--- config.mk ---
export PLATFORM = sky130hd
export DESIGN_NAME = loop_config
export DESIGN_NICKNAME = d
export VERILOG_FILES = /design/src/loop_cfg_pkg.sv /design/src/loop_config.sv /design/src/preset_rom.sv
export SDC_FILE = /design/constraint.sdc
export NUM_CORES = 1
export LEC_CHECK = 0
export ABC_AREA = 1
export BUFFER_PORTS_ARGS = -buffer_cell sky130_fd_sc_hd__clkbuf_2
export CORE_ASPECT_RATIO = 0.7
export CORE_MARGIN = 2
export CORE_UTILIZATION = 59
export CTS_CLUSTER_SIZE = 28
export DETAILED_ROUTE_END_ITERATION = 16
export HOLD_SLACK_MARGIN = 0.08
export PLACE_DENSITY = 0.88
export SLEW_MARGIN = 20
export SYNTH_ARGS = -nofsm -noshare
export SYNTH_HDL_FRONTEND = slang
export SYNTH_SLANG_ARGS = --single-unit
--- constraint.sdc ---
create_clock -name clk -period 4.6 [get_ports clk]
set_clock_uncertainty 0.15 [all_clocks]
set_input_delay 0.46 -clock clk [delete_from_list [all_inputs] [get_ports clk]]
set_output_delay 0.46 -clock clk [all_outputs]
set_load 0.01 [all_outputs]
--- src/loop_cfg_pkg.sv ---
package loop_cfg_pkg;

  // ----------------------------------------------------------------
  // Register indices (byte address is four times the index)
  // ----------------------------------------------------------------
  localparam logic [14:0] IDX_CLOCK_CONTROL_TWO     = 15'h4091;
  localparam logic [14:0] IDX_LOOP_ENABLE_CONTROL   = 15'h4092;
  localparam logic [14:0] IDX_LOOP_RATIO_CONTROL    = 15'h4093;
  localparam logic [14:0] IDX_LOOP_FRACTION_MULT    = 15'h4094;
  localparam logic [14:0] IDX_LOOP_INTEGER_AND_GAIN = 15'h4095;
  localparam logic [14:0] IDX_LOOP_REFERENCE_SELECT = 15'h4096;
  localparam logic [14:0] IDX_LOOP_STATUS           = 15'h40f0;

  // ----------------------------------------------------------------
  // Field positions
  // ----------------------------------------------------------------
  localparam int AUTO_ENABLE_BIT   = 7;
  localparam int PRESET_SEL_LSB    = 0;
  localparam int LOOP_ENABLE_BIT   = 0;
  localparam int FRACTIONAL_BIT    = 2;
  localparam int RATIO_LSB         = 0;
  localparam int INTEGER_MULT_LSB  = 5;
  localparam int GAIN_LSB          = 0;
  localparam int REF_DIVIDER_LSB   = 3;
  localparam int REF_SOURCE_LSB    = 0;

  // ----------------------------------------------------------------
  // Reset values
  // ----------------------------------------------------------------
  localparam logic       AUTO_ENABLE_RST   = 1'b1;
  localparam logic [2:0] PRESET_SEL_RST    = 3'h0;
  localparam logic       LOOP_ENABLE_RST   = 1'b0;
  localparam logic       FRACTIONAL_RST    = 1'b0;
  localparam logic [2:0] RATIO_RST         = 3'h0;
  localparam logic [15:0] FRACTION_RST     = 16'h0000;
  localparam logic [9:0] INTEGER_MULT_RST  = 10'h177;
  localparam logic [3:0] GAIN_RST          = 4'h0;
  localparam logic [1:0] REF_DIVIDER_RST   = 2'h0;
  localparam logic [1:0] REF_SOURCE_RST    = 2'h0;

  // ----------------------------------------------------------------
  // Codes
  // ----------------------------------------------------------------
  localparam logic [1:0] SRC_CRYSTAL  = 2'h0;
  localparam logic [1:0] SRC_EXTERNAL = 2'h1;
  localparam logic [3:0] GAIN_SHIFT_MAX = 4'h8;
  localparam logic [2:0] RATIO_SHIFT_MAX = 3'h4;

  // Target multiplier: 14 integer bits, 16 fraction bits
  localparam int MULT_WIDTH = 30;

  typedef enum logic [1:0] {
    BUS_IDLE = 2'b00,
    BUS_ACK  = 2'b01,
    BUS_HOLD = 2'b10
  } bus_state_e;

endpackage

--- src/loop_config.sv ---
`timescale 1ns/1ps
`default_nettype none

module loop_config (
  input  wire logic                clk,
  input  wire logic                resetn,
  input  wire logic                wb_cyc_i,
  input  wire logic                wb_stb_i,
  input  wire logic                wb_we_i,
  input  wire logic [16:0]         wb_adr_i,
  input  wire logic [3:0]          wb_sel_i,
  input  wire logic [31:0]         wb_dat_i,
  output var  logic [31:0]         wb_dat_o,
  output var  logic                wb_ack_o,
  input  wire logic                off_state_entry,
  input  wire logic                crystal_tick,
  input  wire logic                external_clock_input_tick,
  input  wire logic signed [15:0]  loop_error,
  output var  logic                loop_run,
  output var  logic                reference_tick,
  output var  logic                fractional_active,
  output var  logic [29:0]         target_multiplier,
  output var  logic signed [23:0]  scaled_error
);

  // ----------------------------------------------------------------
  // Register state
  // ----------------------------------------------------------------
  logic        auto_config_enable_reg;
  logic [2:0]  preset_frequency_select_reg;
  logic        loop_enable_reg;
  logic        fractional_enable_reg;
  logic [2:0]  loop_freq_ratio_reg;
  logic [15:0] fraction_multiplier_reg;
  logic [9:0]  integer_multiplier_reg;
  logic [3:0]  loop_error_gain_reg;
  logic [1:0]  reference_divider_reg;
  logic [1:0]  reference_source_select_reg;
  logic [2:0]  ref_count_reg;
  logic        loop_enable_next;

  loop_cfg_pkg::bus_state_e bus_state_reg;

  // ----------------------------------------------------------------
  // Bus decode
  // ----------------------------------------------------------------
  wire logic [14:0] word_index = wb_adr_i[16:2];
  wire logic        bus_req    = wb_cyc_i && wb_stb_i;
  wire logic        bus_take   = bus_req && (bus_state_reg == loop_cfg_pkg::BUS_IDLE);
  wire logic        wr_take    = bus_take && wb_we_i;

  wire logic hit_ctl2  = word_index == loop_cfg_pkg::IDX_CLOCK_CONTROL_TWO;
  wire logic hit_ena   = word_index == loop_cfg_pkg::IDX_LOOP_ENABLE_CONTROL;
  wire logic hit_ratio = word_index == loop_cfg_pkg::IDX_LOOP_RATIO_CONTROL;
  wire logic hit_frac  = word_index == loop_cfg_pkg::IDX_LOOP_FRACTION_MULT;
  wire logic hit_intg  = word_index == loop_cfg_pkg::IDX_LOOP_INTEGER_AND_GAIN;
  wire logic hit_ref   = word_index == loop_cfg_pkg::IDX_LOOP_REFERENCE_SELECT;
  wire logic hit_stat  = word_index == loop_cfg_pkg::IDX_LOOP_STATUS;

  wire logic wr_ctl2  = wr_take && hit_ctl2;
  wire logic wr_ena   = wr_take && hit_ena;
  wire logic wr_ratio = wr_take && hit_ratio;
  wire logic wr_frac  = wr_take && hit_frac;
  wire logic wr_intg  = wr_take && hit_intg;
  wire logic wr_ref   = wr_take && hit_ref;

  // Byte-lane mask: an unselected lane keeps its old bits
  // Only lanes 0 and 1 exist; sel[3:2] and the upper data half are unused
  wire logic [15:0] lane_mask;

  genvar lane;
  generate
    for (lane = 0; lane < 2; lane++) begin : g_lane
      assign lane_mask[lane*8 +: 8] = {8{wb_sel_i[lane]}};
    end
  endgenerate

  wire logic [15:0] keep_mask = ~lane_mask;
  wire logic [15:0] wr_bits   = wb_dat_i[15:0] & lane_mask;

  // ----------------------------------------------------------------
  // Register images
  // ----------------------------------------------------------------
  wire logic [15:0] img_ctl2 = {8'h00, auto_config_enable_reg, 4'h0,
                                preset_frequency_select_reg};
  wire logic [15:0] img_ena   = {13'h0000, fractional_enable_reg, 1'b0, loop_enable_reg};
  wire logic [15:0] img_ratio = {13'h0000, loop_freq_ratio_reg};
  wire logic [15:0] img_intg  = {1'b0, integer_multiplier_reg, 1'b0, loop_error_gain_reg};
  wire logic [15:0] img_ref   = {11'h000, reference_divider_reg, 1'b0,
                                 reference_source_select_reg};

  wire logic [15:0] new_ctl2  = (img_ctl2 & keep_mask) | wr_bits;
  wire logic [15:0] new_ena   = (img_ena & keep_mask) | wr_bits;
  wire logic [15:0] new_ratio = (img_ratio & keep_mask) | wr_bits;
  wire logic [15:0] new_frac  = (fraction_multiplier_reg & keep_mask) | wr_bits;
  wire logic [15:0] new_intg  = (img_intg & keep_mask) | wr_bits;
  wire logic [15:0] new_ref   = (img_ref & keep_mask) | wr_bits;

  // ----------------------------------------------------------------
  // Effective configuration
  // ----------------------------------------------------------------
  // Auto mode overrides source and divider; the stored manual fields
  // stay untouched so switching back restores them.
  wire logic [1:0] eff_source  = auto_config_enable_reg ? loop_cfg_pkg::SRC_CRYSTAL
                                                        : reference_source_select_reg;
  wire logic [1:0] eff_divider = auto_config_enable_reg ? 2'h0
                                                        : reference_divider_reg;
  wire logic       eff_frac    = !auto_config_enable_reg && fractional_enable_reg;

  wire logic src_tick = (eff_source == loop_cfg_pkg::SRC_CRYSTAL)  ? crystal_tick :
                        (eff_source == loop_cfg_pkg::SRC_EXTERNAL) ? external_clock_input_tick :
                        1'b0;

  // 2^div source ticks make one reference tick; the limit is the low
  // div bits set (0, 1, 3, 7), so divide by 8 needs no 4-bit shift
  wire logic [2:0] ref_limit = ~(3'h7 << eff_divider);
  wire logic       ref_wrap  = src_tick && (ref_count_reg >= ref_limit);

  // Loop-frequency ratio as a left shift
  wire logic [2:0] ratio_shift = loop_freq_ratio_reg[2] ? loop_cfg_pkg::RATIO_SHIFT_MAX
                                                        : loop_freq_ratio_reg;

  wire logic [3:0] gain_shift = loop_error_gain_reg[3] ? loop_cfg_pkg::GAIN_SHIFT_MAX
                                                       : loop_error_gain_reg;

  // Integer mode drops the fraction entirely
  wire logic [15:0] eff_fraction = fractional_enable_reg ? fraction_multiplier_reg
                                                         : 16'h0000;
  wire logic [29:0] nk_value  = {4'h0, integer_multiplier_reg, eff_fraction};
  wire logic [29:0] manual_mult = nk_value << ratio_shift;

  wire logic [29:0] preset_mult;

  wire logic signed [23:0] error_wide   = {{8{loop_error[15]}}, loop_error};
  wire logic signed [23:0] error_scaled = error_wide <<< gain_shift;

  // ----------------------------------------------------------------
  // Preset table
  // ----------------------------------------------------------------
  preset_rom u_preset_rom (
    .clk    (clk),
    .resetn (resetn),
    .addr   (preset_frequency_select_reg),
    .data   (preset_mult)
  );

  // ----------------------------------------------------------------
  // Enable control
  // ----------------------------------------------------------------
  // Entry to OFF wins over a write in the same cycle
  always_comb begin
    loop_enable_next = loop_enable_reg;
    if (wr_take && hit_ena) begin
      loop_enable_next = new_ena[loop_cfg_pkg::LOOP_ENABLE_BIT];
    end
    if (off_state_entry) begin
      loop_enable_next = 1'b0;
    end
  end

  // ----------------------------------------------------------------
  // Register writes
  // ----------------------------------------------------------------
  // Changing auto mode while running is accepted; keeping the loop
  // off meanwhile is up to software.
  always_ff @(posedge clk or negedge resetn) begin
    if (!resetn) begin
      auto_config_enable_reg      <= loop_cfg_pkg::AUTO_ENABLE_RST;
      preset_frequency_select_reg <= loop_cfg_pkg::PRESET_SEL_RST;
    end else if (wr_ctl2) begin
      auto_config_enable_reg      <= new_ctl2[loop_cfg_pkg::AUTO_ENABLE_BIT];
      preset_frequency_select_reg <= new_ctl2[loop_cfg_pkg::PRESET_SEL_LSB +: 3];
    end
  end

  always_ff @(posedge clk or negedge resetn) begin
    if (!resetn) begin
      loop_enable_reg       <= loop_cfg_pkg::LOOP_ENABLE_RST;
      fractional_enable_reg <= loop_cfg_pkg::FRACTIONAL_RST;
    end else begin
      loop_enable_reg <= loop_enable_next;
      if (wr_ena) begin
        fractional_enable_reg <= new_ena[loop_cfg_pkg::FRACTIONAL_BIT];
      end
    end
  end

  always_ff @(posedge clk or negedge resetn) begin
    if (!resetn) begin
      loop_freq_ratio_reg <= loop_cfg_pkg::RATIO_RST;
    end else if (wr_ratio) begin
      loop_freq_ratio_reg <= new_ratio[loop_cfg_pkg::RATIO_LSB +: 3];
    end
  end

  always_ff @(posedge clk or negedge resetn) begin
    if (!resetn) begin
      fraction_multiplier_reg <= loop_cfg_pkg::FRACTION_RST;
    end else if (wr_frac) begin
      fraction_multiplier_reg <= new_frac;
    end
  end

  always_ff @(posedge clk or negedge resetn) begin
    if (!resetn) begin
      integer_multiplier_reg <= loop_cfg_pkg::INTEGER_MULT_RST;
      loop_error_gain_reg    <= loop_cfg_pkg::GAIN_RST;
    end else if (wr_intg) begin
      integer_multiplier_reg <= new_intg[loop_cfg_pkg::INTEGER_MULT_LSB +: 10];
      loop_error_gain_reg    <= new_intg[loop_cfg_pkg::GAIN_LSB +: 4];
    end
  end

  always_ff @(posedge clk or negedge resetn) begin
    if (!resetn) begin
      reference_divider_reg       <= loop_cfg_pkg::REF_DIVIDER_RST;
      reference_source_select_reg <= loop_cfg_pkg::REF_SOURCE_RST;
    end else if (wr_ref) begin
      reference_divider_reg       <= new_ref[loop_cfg_pkg::REF_DIVIDER_LSB +: 2];
      reference_source_select_reg <= new_ref[loop_cfg_pkg::REF_SOURCE_LSB +: 2];
    end
  end

  // ----------------------------------------------------------------
  // Read mux
  // ----------------------------------------------------------------
  wire logic [15:0] img_stat = {4'h0, gain_shift, 1'b0, ratio_shift,
                                eff_frac, auto_config_enable_reg, eff_source[0], loop_run};

  wire logic [15:0] read_value = hit_ctl2  ? img_ctl2 :
                                 hit_ena   ? img_ena :
                                 hit_ratio ? img_ratio :
                                 hit_frac  ? fraction_multiplier_reg :
                                 hit_intg  ? img_intg :
                                 hit_ref   ? img_ref :
                                 hit_stat  ? img_stat :
                                 16'h0000;

  // ----------------------------------------------------------------
  // Wishbone handshake
  // ----------------------------------------------------------------
  // Ack one cycle after the request is seen, then one idle cycle so a
  // held request is never taken twice.
  always_ff @(posedge clk or negedge resetn) begin
    if (!resetn) begin
      bus_state_reg <= loop_cfg_pkg::BUS_IDLE;
      wb_ack_o      <= 1'b0;
      wb_dat_o      <= 32'h00000000;
    end else begin
      case (bus_state_reg)
        loop_cfg_pkg::BUS_IDLE: begin
          wb_ack_o <= bus_take;
          if (bus_take) begin
            bus_state_reg <= loop_cfg_pkg::BUS_ACK;
            wb_dat_o      <= wb_we_i ? 32'h00000000 : {16'h0000, read_value};
          end
        end
        loop_cfg_pkg::BUS_ACK: begin
          wb_ack_o      <= 1'b0;
          bus_state_reg <= loop_cfg_pkg::BUS_HOLD;
        end
        loop_cfg_pkg::BUS_HOLD: begin
          wb_ack_o      <= 1'b0;
          bus_state_reg <= loop_cfg_pkg::BUS_IDLE;
        end
        default: begin
          wb_ack_o      <= 1'b0;
          bus_state_reg <= loop_cfg_pkg::BUS_IDLE;
        end
      endcase
    end
  end

  // ----------------------------------------------------------------
  // Reference divider
  // ----------------------------------------------------------------
  // Counter runs only with the loop on, which saves toggling when off
  always_ff @(posedge clk or negedge resetn) begin
    if (!resetn) begin
      ref_count_reg  <= 3'h0;
      reference_tick <= 1'b0;
    end else if (!loop_enable_reg) begin
      ref_count_reg  <= 3'h0;
      reference_tick <= 1'b0;
    end else begin
      reference_tick <= ref_wrap;
      if (ref_wrap) begin
        ref_count_reg <= 3'h0;
      end else if (src_tick) begin
        ref_count_reg <= ref_count_reg + 3'h1;
      end
    end
  end

  // ----------------------------------------------------------------
  // Loop outputs
  // ----------------------------------------------------------------
  always_ff @(posedge clk or negedge resetn) begin
    if (!resetn) begin
      loop_run          <= 1'b0;
      fractional_active <= 1'b0;
    end else begin
      loop_run          <= loop_enable_reg;
      fractional_active <= loop_enable_reg && eff_frac;
    end
  end

  always_ff @(posedge clk or negedge resetn) begin
    if (!resetn) begin
      target_multiplier <= 30'h00000000;
    end else if (!loop_enable_reg) begin
      target_multiplier <= 30'h00000000;
    end else if (auto_config_enable_reg) begin
      target_multiplier <= preset_mult;
    end else begin
      target_multiplier <= manual_mult;
    end
  end

  always_ff @(posedge clk or negedge resetn) begin
    if (!resetn) begin
      scaled_error <= 24'sh000000;
    end else begin
      scaled_error <= loop_enable_reg ? error_scaled : 24'sh000000;
    end
  end

endmodule // loop_config

`default_nettype wire

--- src/preset_rom.sv ---
`timescale 1ns/1ps
`default_nettype none

module preset_rom (
  input  wire logic        clk,
  input  wire logic        resetn,
  input  wire logic [2:0]  addr,
  output var  logic [29:0] data
);

  // ----------------------------------------------------------------
  // Preset output frequency over the 32.768 kHz reference, 14.16
  // ----------------------------------------------------------------
  logic [29:0] table_value;

  always_comb begin
    case (addr)
      3'h0: table_value = 30'h003e8000;  // 2.048 MHz
      3'h1: table_value = 30'h01588800;  // 11.2896 MHz
      3'h2: table_value = 30'h016e3600;  // 12 MHz
      3'h3: table_value = 30'h01770000;  // 12.288 MHz
      3'h4: table_value = 30'h0249f000;  // 19.2 MHz
      3'h5: table_value = 30'h02b11000;  // 22.5792 MHz
      3'h6: table_value = 30'h02dc6c00;  // 24 MHz
      3'h7: table_value = 30'h02ee0000;  // 24.576 MHz
      default: table_value = 30'h00000000;
    endcase
  end

  always_ff @(posedge clk or negedge resetn) begin
    if (!resetn) begin
      data <= 30'h00000000;
    end else begin
      data <= table_value;
    end
  end

endmodule // preset_rom

`default_nettype wire

==> impl_metrics.json <==
{
  "outcome": "finished clean",
  "pin_count": 167,
  "postRouteAntennaNets": 0,
  "grt_pass1_wl_um": 33500,
  "grt_pass1_vias": 6458,
  "synth_warnings": 0,
  "critPathTopFamily": "compound AO/OA/AOI/OAI gates",
  "grt_max_degree": 104,
  "drive_gt1_frac": 0.223,
  "drt_wl_total_um": 20900,
  "min_from": "wb_dat_i[9]",
  "antenna_cells": 0,
  "postSynthAreaPerCell_um2": 8.16,
  "drtPass1Iterations": 7,
  "drt_iter0_markers": 1030,
  "crit_cells": 8,
  "n_fill_cell": 943,
  "synth_area_um2": 7400,
  "syn2layout_area_growth_pct": 16.4,
  "dieArea_um2": 13500,
  "ys_ff_latch": 139,
  "rsz0062_at_grt": "false",
  "die_h_um": 97.7,
  "p_int_mw": 2.17,
  "gp_congestion": 1.03,
  "seqPwrFrac": 0.440,
  "crit_chain": "inv_1 -> nand3_1 -> ha_1 -> a21oi_1 -> o21ai_0 -> a31oi_1 -> nand3_1 -> o21ai_0",
  "crit_type": "reg -> reg",
  "clockPowerShare": 0.516,
  "ys.flop_type": "dfrtp_1",
  "cts.clk_slew.worst_paths_ns": 0.06,
  "min_path_type": "in -> reg",
  "fin_cells": 1195,
  "cts_tree": "done",
  "r2r_setup_slack_ns": 1.64,
  "power_frac_comb": 0.044,
  "synth_edf_count": 0,
  "numCtsBuffers": 17,
  "relSlewSlack": 0.317,
  "crit_path_end_kind": "flip-flop",
  "min_period_ns": 2.96,
  "arrival_ns": 3.15,
  "setup_violations": 0,
  "cp.required_ns": 4.79,
  "maxCapViolations": 0,
  "ys_types": 50,
  "cp_slowest_cell": "inv_1",
  "fin_tns_setup_ns": 0,
  "hold_violations": 0,
  "wire_per_inst_um": 17.5,
  "async_flop_share": 1.00,
  "drc": 0,
  "max_stage_delay_ns": 0.76,
  "drv_slew": 0,
  "critical_path_peak_fanout": 39,
  "powerDensity_nw_per_um2": 324,
  "whs_path_depth": 3,
  "layout_commonest_cell": "nand2_1",
  "p_leak_nw": 4.35,
  "port_buffers": 130,
  "yosysSeqAreaShare": 0.471,
  "num_rows": 34,
  "start_util": 0.600,
  "viasPerCell": 5.79,
  "core_um2": 12300,
  "final_cell_mix": "nand2_1, dfrtp_1, clkbuf_2, o21ai_0, nor2_1",
  "vias": 6923,
  "htree_num_levels": 4,
  "max_freq_mhz": 338,
  "dp_hpwl_um": 14400,
  "syn_inst": 907,
  "clk_path_buf_depth": 2,
  "clk-insertion-delay-late_ns": 0.43,
  "clock-sinks": 139,
  "peakVddDrop_uv": 346,
  "cts-root-buf": "clkbuf_16",
  "dpl.cell_count": 1161,
  "post-route-period-util": 0.643,
  "switching_share": 0.222,
  "start_kind": "flip-flop",
  "worst_r2r_endpoint": "ref_count_reg[1]",
  "track_usage": 0.327,
  "worst_slew_pin_slew_ns": 1.02,
  "antenna_found_initial": 0,
  "reg2reg_depth": 8,
  "overflow": 0,
  "fp.dieW_um": 138,
  "crit_buf_inv": 1,
  "p_switching_mw": 0.619,
  "layout.nets": 1108
}
[worst min-delay path: cells and delay by family]
kind	cells	cell delay, ns
compound gates	1	0.06
buf+inv	2	0.15
[stage by stage]
step	setup WS (ns)	hold WS, ns	util	instance area [um^2]	total power [mW]
2_1_floorplan	2.36	0.0144	-	7460	1.31
3_3_place_gp	1.86	0.318	0.646	7970	1.36
3_5_place_dp	1.79	0.318	0.646	7970	1.37
4_1_cts	1.67	0.0961	0.698	8610	2.79
5_1_grt	1.47	0.119	0.698	8610	2.87
6_report	1.64	0.0965	0.698	8610	2.79
[cells by family after synthesis]
logic type	share of synthesized area
buffers and inverters	0.0960
AOI/OAI and AO/OA	0.189
DFF	0.471
muxes	0.00271
adders and majority gates	0.0186
other	0.000507
and+or+nand+nor	0.222
[worst max path at each step]
| stage | endpoint | slack, ns |
|---|---|---|
| global placement | target_multiplier[19] | 1.86 |
| finish | ref_count_reg[1] | 1.64 |
| floorplan | ref_count_reg[1] | 2.36 |
| detailed placement | ref_count_reg[1] | 1.79 |
| global route | ref_count_reg[1] | 1.47 |
| CTS | ref_count_reg[1] | 1.67 |
[cell type report]
class / instances / area, um^2 / share of cell area
Tap cell: 162 / 203 / 0.0235
Inverter: 93 / 352 / 0.0408
Clock buffer: 22 / 484 / 0.0562
Multi-Input combinational cell: 635 / 3260 / 0.378
Sequential cell: 139 / 3490 / 0.405
Clock inverter: 10 / 138 / 0.0160
Timing Repair Buffer: 134 / 692 / 0.0803
[cells in the mapped netlist, types with 10 or more instances]
cell      count  area (um^2)
dfrtp_1     131         3280
buf_4        21          158
nor3_1       10         50.1
nand3_1      30          150
nand2_1     210          788
ha_1         11          138
a21oi_1      20          100
a211oi_1     12         90.1
inv_1        81          304
o21ai_0     104          521
buf_2        11         55.1
clkbuf_1     14         52.6
o21ai_1      28          140
o22ai_1      20          125
nor2_1       88          330
o21ai_2      20          175
[routing by layer]
metal / part of all wire / track usage
met5: 0 / 0
met4: 0.021 / 0.108
met3: 0.14 / 0.107
met2: 0.43 / 0.465
met1: 0.41 / 0.473
[power groups by stage]
stage	clock [mW]	combinational [mW]	sequential [mW]
after floorplan	0	0.0611	1.25
after global placement	0	0.115	1.25
after detailed placement	0	0.118	1.25
after CTS	1.44	0.121	1.23
after global routing	1.51	0.136	1.23
final	1.44	0.122	1.23
[repair_timing]
item,CTS,global route
hold buffers,2,0
resized for setup,0,0
endpoints found under the hold margin,98,0
buffers inserted,0,0
Note: power is estimated with default switching activity, not from simulation.
